===== config.mk =====
export PLATFORM = sky130hd
export DESIGN_NAME = lsg_gpio_top
export DESIGN_NICKNAME = d
export VERILOG_FILES = /design/src/rtl/lsg_pkg.sv /design/src/rtl/lsg_port_slice.sv /design/src/rtl/lsg_gpio_top.sv
export SDC_FILE = /design/constraint.sdc
export NUM_CORES = 1
export LEC_CHECK = 0
export BUFFER_PORTS_ARGS = -buffer_cell sky130_fd_sc_hd__buf_2
export CORE_MARGIN = 3
export CORE_UTILIZATION = 25
export DETAILED_ROUTE_END_ITERATION = 8
export SLEW_MARGIN = 20
export SYNTH_ARGS = -nofsm -noshare
export SYNTH_HDL_FRONTEND = slang
export SYNTH_SLANG_ARGS = --single-unit

===== constraint.sdc =====
create_clock -name aclk -period 2.1 [get_ports aclk]
set_input_delay 0.105 -clock aclk [delete_from_list [all_inputs] [get_ports aclk]]
set_output_delay 0.105 -clock aclk [all_outputs]
set_load 0.05 [all_outputs]

===== src/rtl/lsg_pkg.sv =====
package lsg_pkg;
  localparam int unsigned LSG_ADDR_W = 6;
  localparam int unsigned LSG_DATA_W = 32;
  localparam int unsigned LSG_P6_W   = 8;
  localparam int unsigned LSG_P9_W   = 4;

  localparam logic [5:0] LSG_OFF_P6_DATA   = 6'h00;
  localparam logic [5:0] LSG_OFF_P6_DIR    = 6'h04;
  localparam logic [5:0] LSG_OFF_P9_DATA   = 6'h08;
  localparam logic [5:0] LSG_OFF_P9_DIR    = 6'h0c;
  localparam logic [5:0] LSG_OFF_LCD_EN1   = 6'h10;
  localparam logic [5:0] LSG_OFF_LCD_EN3   = 6'h14;
  localparam logic [5:0] LSG_OFF_LCD_EN4   = 6'h18;
  localparam logic [5:0] LSG_OFF_STANDBY   = 6'h1c;
  localparam logic [5:0] LSG_OFF_P6_LATCH  = 6'h20;
  localparam logic [5:0] LSG_OFF_P9_LATCH  = 6'h24;

  // lcd_enable_reg1 fields
  localparam int unsigned LSG_EN1_INCTL_BIT  = 0;
  localparam int unsigned LSG_EN1_SUPPLY_LSB = 1;
  // lcd_enable_reg3 holds segment selects of port6 bits 1:0 here
  localparam int unsigned LSG_EN3_SEG_LSB   = 6;
  localparam int unsigned LSG_EN3_SEG_W     = 2;
  // lcd_enable_reg4 holds segment selects of port6 bits 7:2 here
  localparam int unsigned LSG_EN4_SEG_LSB   = 0;
  localparam int unsigned LSG_EN4_SEG_W     = 6;
  localparam int unsigned LSG_STBY_HIZ_BIT  = 0;

  localparam logic [7:0] LSG_RST_LATCH   = 8'h00;
  localparam logic [7:0] LSG_RST_DIR     = 8'h00;
  localparam logic [7:0] LSG_RST_LCD_EN  = 8'h00;
  localparam logic [7:0] LSG_RST_STANDBY = 8'h00;

  localparam logic [1:0] LSG_RESP_OKAY   = 2'b00;
  localparam logic [1:0] LSG_RESP_SLVERR = 2'b10;
endpackage


===== src/rtl/lsg_port_slice.sv =====
`timescale 1ns/1ps
`default_nettype none
module lsg_port_slice #(
  parameter int unsigned W = 8
) (
  input  wire logic [W-1:0] latch,
  input  wire logic [W-1:0] dir,
  input  wire logic [W-1:0] alt_sel,
  input  wire logic [W-1:0] alt_drive,
  input  wire logic [W-1:0] alt_level,
  input  wire logic [W-1:0] in_en,
  input  wire logic         hiz,
  input  wire logic [W-1:0] pin_i,
  output logic      [W-1:0] pin_o,
  output logic      [W-1:0] pin_oe,
  output logic      [W-1:0] in_level
);
  genvar i;
  generate
    for (i = 0; i < W; i++) begin : g_bit
      always_comb begin
        if (hiz) begin
          pin_oe[i] = 1'b0;
          pin_o[i]  = 1'b0;
        end else if (alt_sel[i]) begin
          // lcd owns the pin; the gpio driver is never enabled here
          pin_oe[i] = alt_drive[i];
          pin_o[i]  = alt_level[i];
        end else begin
          pin_oe[i] = dir[i];
          pin_o[i]  = latch[i];
        end
      end
      // blocked inputs read low so a floating pad cannot leak
      assign in_level[i] = pin_i[i] & in_en[i] & ~hiz;
    end
  endgenerate
endmodule
`default_nettype wire


===== src/rtl/lsg_gpio_top.sv =====
`timescale 1ns/1ps
`default_nettype none
module lsg_gpio_top
  import lsg_pkg::*;
(
  input  wire logic                  aclk,
  input  wire logic                  aresetn,
  input  wire logic [LSG_ADDR_W-1:0] awaddr,
  input  wire logic [2:0]            awprot,
  input  wire logic                  awvalid,
  output logic                       awready,
  input  wire logic [LSG_DATA_W-1:0] wdata,
  input  wire logic [3:0]            wstrb,
  input  wire logic                  wvalid,
  output logic                       wready,
  output logic [1:0]                 bresp,
  output logic                       bvalid,
  input  wire logic                  bready,
  input  wire logic [LSG_ADDR_W-1:0] araddr,
  input  wire logic [2:0]            arprot,
  input  wire logic                  arvalid,
  output logic                       arready,
  output logic [LSG_DATA_W-1:0]      rdata,
  output logic [1:0]                 rresp,
  output logic                       rvalid,
  input  wire logic                  rready,
  input  wire logic                  standby_req,
  input  wire logic [LSG_P6_W-1:0]   port6_pin_i,
  output logic [LSG_P6_W-1:0]        port6_pin_o,
  output logic [LSG_P6_W-1:0]        port6_pin_oe,
  input  wire logic [LSG_P6_W-1:0]   lcd_seg_level,
  output logic [LSG_P6_W-1:0]        lcd_seg_en,
  input  wire logic [LSG_P9_W-1:0]   port9_pin_i,
  output logic [LSG_P9_W-1:0]        port9_pin_o,
  output logic [LSG_P9_W-1:0]        port9_pin_oe,
  output logic [LSG_P9_W-1:0]        lcd_supply_en
);
  logic [7:0]            port6_data_latch;
  logic [7:0]            port6_direction;
  logic [3:0]            port9_data_latch;
  logic [3:0]            port9_direction;
  logic [7:0]            lcd_enable_reg1;
  logic [7:0]            lcd_enable_reg3;
  logic [7:0]            lcd_enable_reg4;
  logic [7:0]            standby_control;
  logic                  aw_held;
  logic                  w_held;
  logic [LSG_ADDR_W-1:0] aw_addr_q;
  logic [7:0]            w_data_q;
  logic                  w_strb_q;
  logic [LSG_ADDR_W-1:0] wr_addr;
  logic [7:0]            wr_data;
  logic                  wr_strb;
  logic                  aw_take;
  logic                  w_take;
  logic                  do_write;
  logic                  wr_hit;
  logic                  rd_hit;
  logic [7:0]            rd_data;
  logic [LSG_P6_W-1:0]   port6_seg_sel;
  logic [LSG_P9_W-1:0]   port9_supply_sel;
  logic                  port_input_control;
  logic                  pins_hiz;
  logic [LSG_P6_W-1:0]   port6_in_level;
  logic [LSG_P9_W-1:0]   port9_in_level;
  logic [LSG_P6_W-1:0]   port6_sampled;
  logic [LSG_P9_W-1:0]   port9_sampled;
  logic [LSG_P6_W-1:0]   port6_in_en;
  logic [LSG_P9_W-1:0]   port9_in_en;
  logic [LSG_P6_W-1:0]   port6_read;
  logic [LSG_P9_W-1:0]   port9_read;
  logic [LSG_P6_W-1:0]   port6_pad_o;
  logic [LSG_P6_W-1:0]   port6_pad_oe;
  logic [LSG_P9_W-1:0]   port9_pad_o;
  logic [LSG_P9_W-1:0]   port9_pad_oe;
  logic [LSG_P6_W-1:0]   lcd_seg_on;
  logic [LSG_P9_W-1:0]   lcd_supply_on;

  // write channel: address and data are taken in either order
  assign awready  = ~aw_held & ~bvalid;
  assign wready   = ~w_held & ~bvalid;
  assign aw_take  = awvalid & awready;
  assign w_take   = wvalid & wready;
  assign wr_addr  = aw_held ? aw_addr_q : awaddr;
  assign wr_data  = w_held ? w_data_q : wdata[7:0];
  assign wr_strb  = w_held ? w_strb_q : wstrb[0];
  assign do_write = (aw_held | aw_take) & (w_held | w_take);

  always_ff @(posedge aclk) begin
    if (!aresetn) begin
      aw_held   <= 1'b0;
      aw_addr_q <= '0;
    end else if (do_write) begin
      aw_held <= 1'b0;
    end else if (aw_take) begin
      aw_held   <= 1'b1;
      aw_addr_q <= awaddr;
    end
  end

  always_ff @(posedge aclk) begin
    if (!aresetn) begin
      w_held   <= 1'b0;
      w_data_q <= 8'h00;
      w_strb_q <= 1'b0;
    end else if (do_write) begin
      w_held <= 1'b0;
    end else if (w_take) begin
      w_held   <= 1'b1;
      w_data_q <= wdata[7:0];
      w_strb_q <= wstrb[0];
    end
  end

  always_comb begin
    case ({wr_addr[LSG_ADDR_W-1:2], 2'b00})
      LSG_OFF_P6_DATA,
      LSG_OFF_P6_DIR,
      LSG_OFF_P9_DATA,
      LSG_OFF_P9_DIR,
      LSG_OFF_LCD_EN1,
      LSG_OFF_LCD_EN3,
      LSG_OFF_LCD_EN4,
      LSG_OFF_STANDBY,
      LSG_OFF_P6_LATCH,
      LSG_OFF_P9_LATCH: wr_hit = 1'b1;
      default:          wr_hit = 1'b0;
    endcase
  end

  always_ff @(posedge aclk) begin
    if (!aresetn) begin
      bvalid <= 1'b0;
      bresp  <= LSG_RESP_OKAY;
    end else if (do_write) begin
      bvalid <= 1'b1;
      bresp  <= wr_hit ? LSG_RESP_OKAY : LSG_RESP_SLVERR;
    end else if (bready) begin
      bvalid <= 1'b0;
    end
  end

  // data latch loads on every write to its data offset with wstrb[0] set, regardless of direction
  always_ff @(posedge aclk) begin
    if (!aresetn) begin
      port6_data_latch <= LSG_RST_LATCH;
      port9_data_latch <= LSG_RST_LATCH[3:0];
    end else if (do_write && wr_strb) begin
      case ({wr_addr[LSG_ADDR_W-1:2], 2'b00})
        LSG_OFF_P6_DATA: port6_data_latch <= wr_data;
        LSG_OFF_P9_DATA: port9_data_latch <= wr_data[3:0];
        default: ;
      endcase
    end
  end

  always_ff @(posedge aclk) begin
    if (!aresetn) begin
      port6_direction <= LSG_RST_DIR;
      port9_direction <= LSG_RST_DIR[3:0];
    end else if (do_write && wr_strb) begin
      case ({wr_addr[LSG_ADDR_W-1:2], 2'b00})
        LSG_OFF_P6_DIR: port6_direction <= wr_data;
        LSG_OFF_P9_DIR: port9_direction <= wr_data[3:0];
        default: ;
      endcase
    end
  end

  always_ff @(posedge aclk) begin
    if (!aresetn) begin
      lcd_enable_reg1 <= LSG_RST_LCD_EN;
      lcd_enable_reg3 <= LSG_RST_LCD_EN;
      lcd_enable_reg4 <= LSG_RST_LCD_EN;
      standby_control <= LSG_RST_STANDBY;
    end else if (do_write && wr_strb) begin
      case ({wr_addr[LSG_ADDR_W-1:2], 2'b00})
        LSG_OFF_LCD_EN1: lcd_enable_reg1 <= wr_data;
        LSG_OFF_LCD_EN3: lcd_enable_reg3 <= wr_data;
        LSG_OFF_LCD_EN4: lcd_enable_reg4 <= wr_data;
        LSG_OFF_STANDBY: standby_control <= wr_data;
        default: ;
      endcase
    end
  end

  // pin function selection
  assign port6_seg_sel = {lcd_enable_reg4[LSG_EN4_SEG_LSB +: LSG_EN4_SEG_W],
                          lcd_enable_reg3[LSG_EN3_SEG_LSB +: LSG_EN3_SEG_W]};
  assign port_input_control = lcd_enable_reg1[LSG_EN1_INCTL_BIT];
  assign lcd_supply_on = lcd_enable_reg1[LSG_EN1_SUPPLY_LSB +: LSG_P9_W];
  // supply inputs one..four sit on pins 3..0, so the field is reversed
  always_comb begin
    for (int k = 0; k < LSG_P9_W; k++) begin
      port9_supply_sel[LSG_P9_W-1-k] = lcd_supply_on[k];
    end
  end
  // segments only reach the pads once input control is set
  assign lcd_seg_on    = port6_seg_sel & {LSG_P6_W{port_input_control}};
  assign pins_hiz      = standby_req & standby_control[LSG_STBY_HIZ_BIT];

  // shared port6 inputs stay blocked until input control is set
  assign port6_in_en = {LSG_P6_W{port_input_control}};
  // supply pins are analog, so their digital input is blocked
  assign port9_in_en = ~port9_supply_sel;

  lsg_port_slice #(
    .W (LSG_P6_W)
  ) u_port6 (
    .latch     (port6_data_latch),
    .dir       (port6_direction),
    .alt_sel   (port6_seg_sel),
    .alt_drive (lcd_seg_on),
    .alt_level (lcd_seg_level),
    .in_en     (port6_in_en),
    .hiz       (pins_hiz),
    .pin_i     (port6_pin_i),
    .pin_o     (port6_pad_o),
    .pin_oe    (port6_pad_oe),
    .in_level  (port6_in_level)
  );

  lsg_port_slice #(
    .W (LSG_P9_W)
  ) u_port9 (
    .latch     (port9_data_latch),
    .dir       (port9_direction),
    .alt_sel   (port9_supply_sel),
    .alt_drive ({LSG_P9_W{1'b0}}),
    .alt_level ({LSG_P9_W{1'b0}}),
    .in_en     (port9_in_en),
    .hiz       (pins_hiz),
    .pin_i     (port9_pin_i),
    .pin_o     (port9_pad_o),
    .pin_oe    (port9_pad_oe),
    .in_level  (port9_in_level)
  );

  // pads switch from flops, so select-logic glitches never reach a pin
  always_ff @(posedge aclk) begin
    if (!aresetn) begin
      port6_pin_o   <= '0;
      port6_pin_oe  <= '0;
      port9_pin_o   <= '0;
      port9_pin_oe  <= '0;
      lcd_seg_en    <= '0;
      lcd_supply_en <= '0;
    end else begin
      port6_pin_o   <= port6_pad_o;
      port6_pin_oe  <= port6_pad_oe;
      port9_pin_o   <= port9_pad_o;
      port9_pin_oe  <= port9_pad_oe;
      lcd_seg_en    <= lcd_seg_on;
      lcd_supply_en <= lcd_supply_on;
    end
  end

  // one flop on the input path keeps the read mux off the pads
  always_ff @(posedge aclk) begin
    if (!aresetn) begin
      port6_sampled <= '0;
      port9_sampled <= '0;
    end else begin
      port6_sampled <= port6_in_level;
      port9_sampled <= port9_in_level;
    end
  end

  assign port6_read = (port6_direction & port6_data_latch) |
                      (~port6_direction & port6_sampled);
  assign port9_read = (port9_direction & port9_data_latch) |
                      (~port9_direction & port9_sampled);

  always_comb begin
    rd_hit  = 1'b1;
    rd_data = 8'h00;
    case ({araddr[LSG_ADDR_W-1:2], 2'b00})
      LSG_OFF_P6_DATA:  rd_data = port6_read;
      LSG_OFF_P6_DIR:   rd_data = port6_direction;
      LSG_OFF_P9_DATA:  rd_data = {4'h0, port9_read};
      LSG_OFF_P9_DIR:   rd_data = {4'h0, port9_direction};
      LSG_OFF_LCD_EN1:  rd_data = lcd_enable_reg1;
      LSG_OFF_LCD_EN3:  rd_data = lcd_enable_reg3;
      LSG_OFF_LCD_EN4:  rd_data = lcd_enable_reg4;
      LSG_OFF_STANDBY:  rd_data = standby_control;
      // latch views serve read-modify-write sequences
      LSG_OFF_P6_LATCH: rd_data = port6_data_latch;
      LSG_OFF_P9_LATCH: rd_data = {4'h0, port9_data_latch};
      default:          rd_hit  = 1'b0;
    endcase
  end

  assign arready = ~rvalid;

  always_ff @(posedge aclk) begin
    if (!aresetn) begin
      rvalid <= 1'b0;
      rdata  <= '0;
      rresp  <= LSG_RESP_OKAY;
    end else if (arvalid && arready) begin
      rvalid <= 1'b1;
      rdata  <= {24'h000000, rd_data};
      rresp  <= rd_hit ? LSG_RESP_OKAY : LSG_RESP_SLVERR;
    end else if (rready) begin
      rvalid <= 1'b0;
    end
  end
endmodule
`default_nettype wire


==> results of run 1 <==
[layer usage]
| layer | track usage (%) | vias to the layer above | routed length [microns] |
|---|---|---|---|
| met5 | 0 | - | 0 |
| met3 | 3.58 | 22 | 1090 |
| met4 | 5.38 | 0 | 376 |
| li1 | - | 2553 | - |
| met2 | 22.0 | 165 | 8860 |
| met1 | 18.3 | 2530 | 8470 |
[cell families (layout without fill, tap and decap cells)]
logic type | count (synthesis) | in the layout | synth area share [%]
AO/OA/AOI/OAI | 130 | 130 | 13.8
flip-flops | 131 | 131 | 42.2
multiplexers | 61 | 61 | 10.6
buffers and inverters | 76 | 189 | 7.31
other | 1 | 26 | 0.0603
AND/OR/NAND/NOR | 249 | 249 | 26.0
[critical path: cells and delay by family, from the launching register on]
family,cells,cell delay [ps]
AND/OR/NAND/NOR,2,430
AO/OA/AOI/OAI,1,80
flip-flops,1,530
multiplexers,1,310
buffers and inverters,2,400
[stage by stage]
stage / worst slack (ps) / utilization [%] / std cells / hold slack (ps) / power [mW]
final: 237 / 32.7 / 1110 / 24.3 / 6.51
after global routing: 138 / 32.7 / 1110 / 49.8 / 6.72
after CTS: 30.9 / 32.7 / 1110 / 8.49 / 6.54
after detailed placement: 44.1 / 28.7 / 1043 / 326 / 3.48
after global placement: 127 / 28.7 / 1043 / 334 / 3.48
after floorplan: 234 / - / 673 / 227 / 3.27
[final cells by class]
cell class              count  share of cell area, %
well taps                 324                   5.09
clock inverters            12                   1.96
inverters                   2                 0.0942
repair buffers            156                   13.8
flip-flops and latches    131                   32.9
multi-input cells         466                   40.6
clock buffers              19                   5.56
[flip-flops by register name, indices dropped and copies added, names as in the netlist, 8 cells and up]
register and count:
port6_direction 8, rdata 8, w_data_q 8, lcd_enable_reg3 8, lcd_enable_reg4 8, lcd_seg_en 8, port6_pin_oe 8, standby_control 8
port6_data_latch 8, lcd_enable_reg1 8, port6_pin_o 8, port6_sampled 8
[synthesized netlist by cell type (5+ instances only)]
library cell / count / area [sq um]
clkbuf_1: 21 / 78.8
and2_1: 18 / 113
nor2_1: 36 / 135
mux2_2: 10 / 113
buf_2: 15 / 75.1
a22oi_1: 8 / 60.1
mux2i_1: 46 / 460
and3_1: 18 / 113
nand2_1: 11 / 41.3
dfxtp_1: 131 / 2620
a21oi_1: 66 / 330
o21ai_0: 11 / 55.1
nor2b_1: 20 / 125
nor3b_2: 16 / 200
nand3_1: 6 / 30.0
nor3_2: 14 / 140
nor3_1: 47 / 235
buf_6: 5 / 56.3
nand3b_1: 7 / 52.6
buf_4: 30 / 225
nor3b_1: 41 / 308
[worst paths after layout]
kind	from	endpoint	slack (ps)	cells past startpoint
hold reg to reg	rdata[6]	rdata[6]	460	2
hold / removal	awaddr[2]	aw_addr_q[2]	20	3
setup reg to reg	aw_held	port6_data_latch[5]	240	6
setup / recovery	aw_held	port6_data_latch[5]	240	6
[report_power, final]
group / internal (mW) / switching, mW / leakage (nW) / total [mW]
logic: 0.310 / 0.581 / 1.71 / 0.892
clock network: 1.89 / 1.13 / 0.281 / 3.02
registers: 2.54 / 0.0553 / 1.06 / 2.59
total: 4.74 / 1.77 / 3.05 / 6.51
[what timing repair did]
item / in CTS / in global routing
hold buffers: 36 / 0
endpoints found under the hold margin: 35 / 0
gates resized for setup: 0 / 1
buffers inserted: 0 / 0
endpoints found under the setup margin: 0 / 33
==> flow_metrics.env, run 1 <==
export IMPL_finalSetupTns_ps=0
export IMPL_synth_seq_cells=131
export IMPL_max_freq_ghz=0.537
export IMPL_ys_warnings_count=0
export IMPL_boundaryPins=159
export IMPL_grt_max_degree=44
export IMPL_hpwl_microns=13000
export IMPL_design_area_sq_mm=0.00797
export IMPL_grt_pass1_wl_microns=28500
export IMPL_fillers=2556
export IMPL_num_vias=5270
export IMPL_die_w_microns=164
export IMPL_start_kind="flip-flop"
export IMPL_grt_use_total_pct=14.0
export IMPL_die_h_microns=164
export IMPL_rsz0062_at_grt="no"
export IMPL_end_kind="flip-flop"
export IMPL_postPlaceCellArea_sq_mm=0.00701
export IMPL_dieArea_sq_mm=0.0268
export IMPL_wl_per_cell_microns=16.9
export IMPL_final_common_cell="dfxtp_1"
export IMPL_portBuffers=95
export IMPL_required_ps=2440
export IMPL_area_growth_pct=28.2
export IMPL_post_route_min_period_ps=1860
export IMPL_ant_nets=0
export IMPL_cts_sinks=131
export IMPL_fin_nets=856
export IMPL_timing_slew_headroom_pct=64.7
export IMPL_seq_area_sq_mm=0.00262
export IMPL_p_leak_nw=3.05
export IMPL_root_buffer="clkbuf_16"
export IMPL_drt_initial_drc_count=444
export IMPL_cp_data_arrival_time_ps=2200
export IMPL_start_util_pct=25.5
export IMPL_multi_input_area_sq_mm=0.00323
export IMPL_grt_pass1_vias=4967
export IMPL_antenna_found_initial=0
export IMPL_drc=0
export IMPL_status="complete, no violations"
export IMPL_drv_slew=0
export IMPL_cap_violations=0
export IMPL_via_per_inst=4.75
export IMPL_clock_latency_ps=420
export IMPL_core_sq_mm=0.0244
export IMPL_avgSynthCellArea_sq_um=9.59
export IMPL_period_share_pct=88.7
export IMPL_crit_fanout=24
export IMPL_seq_area_frac_synth_pct=42.2
export IMPL_tightest_slew_ps=528
export IMPL_async_flop_share_pct=0
export IMPL_synth_edf_count=0
export IMPL_wirelength_microns=18800
export IMPL_rows=57
export IMPL_synth_cells=648
export IMPL_report_final_setup_viol=0
export IMPL_clockBufferDepth=2
export IMPL_slowest_stage="dfxtp_2"
export IMPL_powerDensity_mw_per_mm2=817
export IMPL_hold_viol_final=0
export IMPL_synth_area_sq_mm=0.00621
export IMPL_min_delay_path_class="input pin to flip-flop"
export IMPL_critPathKind="flip-flop to flip-flop"
export IMPL_synth_ff_type="dfxtp_1"
export IMPL_grt_overflow_total=0
export IMPL_diodes=0
export IMPL_cts_max_level=4
export IMPL_ir_drop_v=0.000524
export IMPL_ys_types=64
export IMPL_first_pass_iters=5
export IMPL_fin_skew_ps=8.50
export IMPL_drive_gt1_share_pct=26.5
export IMPL_critical_path_max_stage_delay_ps=530
export IMPL_gp_congestion=0.829
export IMPL_crit_chain="buf_4 > mux2_4 > nor3_4 > buf_12 > a21oi_1 > nor3b_1"
export IMPL_clkTransAtPathRegs_ps=60
export IMPL_final_cell_mix="dfxtp_1 (130), buf_2 (95), a21oi_1 (66), nor3_1 (47), mux2i_1 (46)"
export IMPL_cts_tree="done"
export IMPL_numCtsBuffers=17
No activity file was read; power rests on OpenSTA's default activity.
==> run 2, diff against run 1 <==
Settings changed: CORE_UTILIZATION 25 to 35, SKIP_CTS_REPAIR_TIMING from default to 1.
==> flow_metrics.env, run 2 (synthesis gave the netlist of run 1 again) <==
export IMPL_grt_pass1_vias=5025
export IMPL_period_share_pct=93.7
export IMPL_drive_gt1_share_pct=26.8
export IMPL_area_growth_pct=24.8
export IMPL_wl_per_cell_microns=18.1
export IMPL_antenna_found_initial=1
export IMPL_min_path_cells=3
export IMPL_final_common_cell="dfxtp_1"
export IMPL_portBuffers=95
export IMPL_crit_chain="buf_4 > or3b_4 > a211o_2 > nor3_1 > nor3b_2"
export IMPL_hold_ws_ps=-36.8
export IMPL_postPlaceCellArea_sq_mm=0.00689
export IMPL_status="finished, violations left"
export IMPL_hp_start="wdata[2]"
export IMPL_tightest_slew_ps=520
export IMPL_worst_r2r_setup_slack_ps=130
export IMPL_timing_slew_headroom_pct=64.3
export IMPL_ant_nets=0
export IMPL_dieArea_sq_mm=0.0194
export IMPL_end_kind="flip-flop"
export IMPL_diodes=0
export IMPL_min_to="w_data_q[2]"
export IMPL_ir_drop_v=0.000525
export IMPL_design_area_sq_mm=0.00775
export IMPL_powerDensity_mw_per_mm2=857
export IMPL_total_power_mw=6.65
export IMPL_drc=0
export IMPL_post_route_min_period_ps=1970
export IMPL_final_cell_mix="dfxtp_1 (131), buf_2 (95), a21oi_1 (66), nor3_1 (47), mux2i_1 (46)"
export IMPL_cts_max_level=4
export IMPL_first_pass_iters=5
export IMPL_start_util_pct=35.8
export IMPL_rsz0062_at_grt="no"
export IMPL_via_per_inst=5.27
export IMPL_report_final_setup_viol=0
export IMPL_drv_slew=0
export IMPL_finalSetupTns_ps=0
export IMPL_wirelength_microns=18100
export IMPL_numCtsBuffers=17
export IMPL_grt_max_degree=33
export IMPL_min_delay_path_class="input pin to flip-flop"
export IMPL_core_sq_mm=0.0174
export IMPL_clock_latency_ps=420
export IMPL_max_freq_ghz=0.508
export IMPL_crit_fanout=16
export IMPL_worstReg2RegEnd="lcd_enable_reg3[0]"
export IMPL_cp_data_arrival_time_ps=2280
export IMPL_die_w_microns=139
export IMPL_timing_rr_start="aw_held"
export IMPL_grt_use_total_pct=18.6
export IMPL_num_vias=5274
export IMPL_gp_congestion=0.847
export IMPL_cts_sinks=131
export IMPL_root_buffer="clkbuf_16"
export IMPL_clkTransAtPathRegs_ps=60
export IMPL_critical_path_max_stage_delay_ps=510
export IMPL_cts_tree="done"
export IMPL_fillers=1693
export IMPL_grt_pass1_wl_microns=28200
export IMPL_required_ps=2410
export IMPL_drt_initial_drc_count=402
export IMPL_grt_overflow_total=0
export IMPL_hold_viol_final=11
export IMPL_p_leak_nw=3.03
export IMPL_clockBufferDepth=2
export IMPL_fin_skew_ps=5.39
export IMPL_failed_checks="negative hold slack"
export IMPL_critPathKind="flip-flop to flip-flop"
export IMPL_hpwl_microns=12300
export IMPL_die_h_microns=139
export IMPL_rr_worst_depth=5
export IMPL_boundaryPins=159
export IMPL_start_kind="flip-flop"
export IMPL_rows=48
export IMPL_fin_nets=844
export IMPL_slowest_stage="a211o_2"
export IMPL_cap_violations=0
run 2: changes by cell type in the layout (fill, tap and decap cells not counted), moves of 2 or more:
cell / delta
buf_4: +2
clkinvlp_4: -2
dlygate4sd3_1: -13
clkbuf_8: +3
clkinv_4: -2
run 2: area by class of cell:
type	instances	area [sq um]	area share (%)
clock buffers	23	488	6.29
clock inverters	9	150	1.94
inverters	2	7.51	0.0968
multi-input cells	466	3240	41.8
flip-flops and latches	131	2620	33.8
well taps	225	282	3.63
repair buffers	144	963	12.4
run 2: how the worst max path moves through the flow:
stage	startpoint	to	slack, ps	cells after the start
2_1_floorplan	bvalid	aw_addr_q[2]	230	5
3_3_place_gp	aw_held	lcd_enable_reg3[0]	150	5
3_5_place_dp	aw_held	lcd_enable_reg3[0]	130	5
4_1_cts	aw_held	lcd_enable_reg3[6]	130	5
5_1_grt	aw_held	lcd_enable_reg3[6]	20	5
6_report	aw_held	lcd_enable_reg3[0]	130	5
run 2: report_power, final:
part,switching (mW),internal (mW)
Clock,1.09,2.11
Sequential,0.0503,2.54
Combinational,0.577,0.287
run 2: worst max-delay path: cells and delay by family, from the launching register on:
kind                   cells  cell delay (ps)
AO/OA/AOI/OAI              1              510
buffers and inverters      1              200
flip-flops                 1              390
AND/OR/NAND/NOR            3              740
run 2: layer usage:
metal / wire (microns) / GRT usage, %
met5: 13 / 0
met4: 333 / 5.66
met3: 1060 / 4.57
met2: 8650 / 30.3
met1: 8070 / 24.6
run 2: stage by stage:
stage	hold WS [ps]	std cells	setup slack, ps	utilization, %
6_report	-36.8	1000	133	44.7
5_1_grt	5.73	1000	23.4	44.7
4_1_cts	-120	977	126	43.3
3_5_place_dp	324	945	135	39.7
3_3_place_gp	317	945	152	39.7
2_1_floorplan	227	673	234	-
==> run 3, diff against run 2 <==
Settings changed: CTS_BUF_LIST from default to sky130_fd_sc_hd__clkbuf_8.
==> flow_metrics.env, run 3 (synthesis gave the netlist of run 1 again) <==
export IMPL_ant_nets=0
export IMPL_grt_pass1_wl_microns=28100
export IMPL_final_cell_mix="dfxtp_1 (131), buf_2 (95), a21oi_1 (66), nor3_1 (47), mux2i_1 (46)"
export IMPL_drt_initial_drc_count=413
export IMPL_crit_start="aw_held"
export IMPL_clockBufferDepth=2
export IMPL_power_frac_seq_pct=44.1
export IMPL_cp_data_arrival_time_ps=2310
export IMPL_swShare_pct=27.7
export IMPL_cp_depth=5
export IMPL_area_growth_pct=23.0
export IMPL_netSwitchingPower_mw=1.62
export IMPL_rsz0062_at_grt="no"
export IMPL_report_final_setup_viol=0
export IMPL_pwr_share_comb_pct=15.0
export IMPL_slowest_stage="a211o_2"
export IMPL_die_w_microns=139
export IMPL_cpLargestDelayFamily="simple AND/OR/NAND/NOR gates"
export IMPL_critPathKind="flip-flop to flip-flop"
export IMPL_period_share_pct=94.3
export IMPL_internal_power_mw=4.24
export IMPL_finalSetupTns_ps=0
export IMPL_wl_met1_microns=8170
export IMPL_powerDensity_mw_per_mm2=767
export IMPL_path_buf_inv=1
export IMPL_critical_path_max_stage_delay_ps=510
export IMPL_numCtsBuffers=17
export IMPL_status="finished, violations left"
export IMPL_hold_viol_final=5
export IMPL_cts_sinks=131
export IMPL_die_h_microns=139
export IMPL_cts_tree="done"
export IMPL_required_ps=2430
export IMPL_worst_r2r_setup_slack_ps=120
export IMPL_hpwl_microns=12300
export IMPL_total_power_mw=5.86
export IMPL_wirelength_microns=18200
export IMPL_crit_fanout=16
export IMPL_hold_ws_ps=-63.1
export IMPL_num_vias=5332
export IMPL_clock_latency_ps=450
export IMPL_rr_worst_depth=5
export IMPL_max_freq_ghz=0.505
export IMPL_fin_nets=852
export IMPL_failed_checks="negative hold slack"
export IMPL_drc=0
export IMPL_via_per_inst=5.29
export IMPL_wl_per_cell_microns=18.1
export IMPL_fillers=1711
export IMPL_wl_met3_microns=923
export IMPL_grt_overflow_total=0
export IMPL_p_leak_nw=2.98
export IMPL_root_buffer="clkbuf_8"
export IMPL_clkPwrFrac_pct=40.9
export IMPL_endpoint="lcd_enable_reg3[7]"
export IMPL_wl_met2_microns=8720
export IMPL_grt_max_degree=33
export IMPL_tightest_slew_ps=549
export IMPL_core_sq_mm=0.0174
export IMPL_worstReg2RegEnd="lcd_enable_reg3[7]"
export IMPL_drv_slew=0
export IMPL_clkTransAtPathRegs_ps=70
export IMPL_end_kind="flip-flop"
export IMPL_antenna_found_initial=1
export IMPL_post_route_min_period_ps=1980
export IMPL_boundaryPins=159
export IMPL_diodes=0
export IMPL_min_delay_path_class="input pin to flip-flop"
export IMPL_final_common_cell="dfxtp_1"
export IMPL_rows=48
export IMPL_crit_chain="buf_4 > or3b_4 > a211o_2 > nor3_1 > nor3b_2"
export IMPL_highest_layer="met5"
export IMPL_start_kind="flip-flop"
export IMPL_cap_violations=0
export IMPL_min_path_cells=3
export IMPL_cts_max_level=4
export IMPL_drive_gt1_share_pct=26.6
export IMPL_start_util_pct=35.8
export IMPL_first_pass_iters=5
export IMPL_portBuffers=95
export IMPL_ir_drop_v=0.000410
export IMPL_grt_use_total_pct=18.4
export IMPL_gp_congestion=0.847
export IMPL_timing_slew_headroom_pct=62.4
export IMPL_dieArea_sq_mm=0.0194
export IMPL_grt_pass1_vias=5080
export IMPL_fin_skew_ps=7.65
export IMPL_timing_rr_start="aw_held"
-- run 3: cell count changes in the layout (fill, tap and decap cells not counted), sizes merged --
cell         change
clkbuf           -2
dlygate4sd3      +8
inv              +2
-- run 3: worst reg2reg max path, delay by kind of cell, from the launching register on --
family | cells | cell delay, ps
compound gates | 1 | 510
flops | 1 | 400
buf+inv | 1 | 200
simple gates | 3 | 760
-- run 3: per-stage QoR --
step | utilization [%] | setup slack [ps] | instances | instance area, sq um
detailed placement | 39.7 | 135 | 945 | 6890
floorplan | - | 234 | 673 | 6310
CTS | 42.2 | 124 | 977 | 7330
global route | 44.0 | 22.4 | 1008 | 7640
global placement | 39.7 | 152 | 945 | 6890
finish | 44.0 | 120 | 1008 | 7640
-- run 3: worst min path at each step --
stage,endpoint,from,slack [ps]
4_1_cts,port9_sampled[2],port9_pin_i[2],-170
5_1_grt,w_data_q[2],wdata[2],0.5
2_1_floorplan,port9_sampled[0],port9_pin_i[0],230
3_3_place_gp,port9_sampled[2],port9_pin_i[2],320
6_report,w_data_q[2],wdata[2],-60
3_5_place_dp,port9_sampled[2],port9_pin_i[2],320
-- run 3: per-layer routing --
metal | vias to the layer above | GRT usage [%]
met3 | 31 | 3.54
met5 | - | 0
met1 | 2605 | 24.3
li1 | 2532 | -
met2 | 162 | 30.2
met4 | 2 | 6.64
-- run 3: final cells by class --
class | instances | area (sq um) | share of cell area [%]
inverter | 2 | 7.51 | 0.0982
clock inverter | 11 | 158 | 2.06
multi-input combinational | 466 | 3240 | 42.4
sequential | 131 | 2620 | 34.3
clock buffer | 21 | 289 | 3.78
tap | 225 | 282 | 3.68
timing repair buffer | 152 | 1040 | 13.7
-- run 3: power by group through the flow --
stage                     clock (mW)  sequential (mW)  combinational [mW]
after global routing            2.53             2.59               0.934
after floorplan                    0             2.67               0.593
final                           2.40             2.59               0.877
after global placement             0             2.64               0.825
after CTS                       2.44             2.58               0.829
after detailed placement           0             2.64               0.827
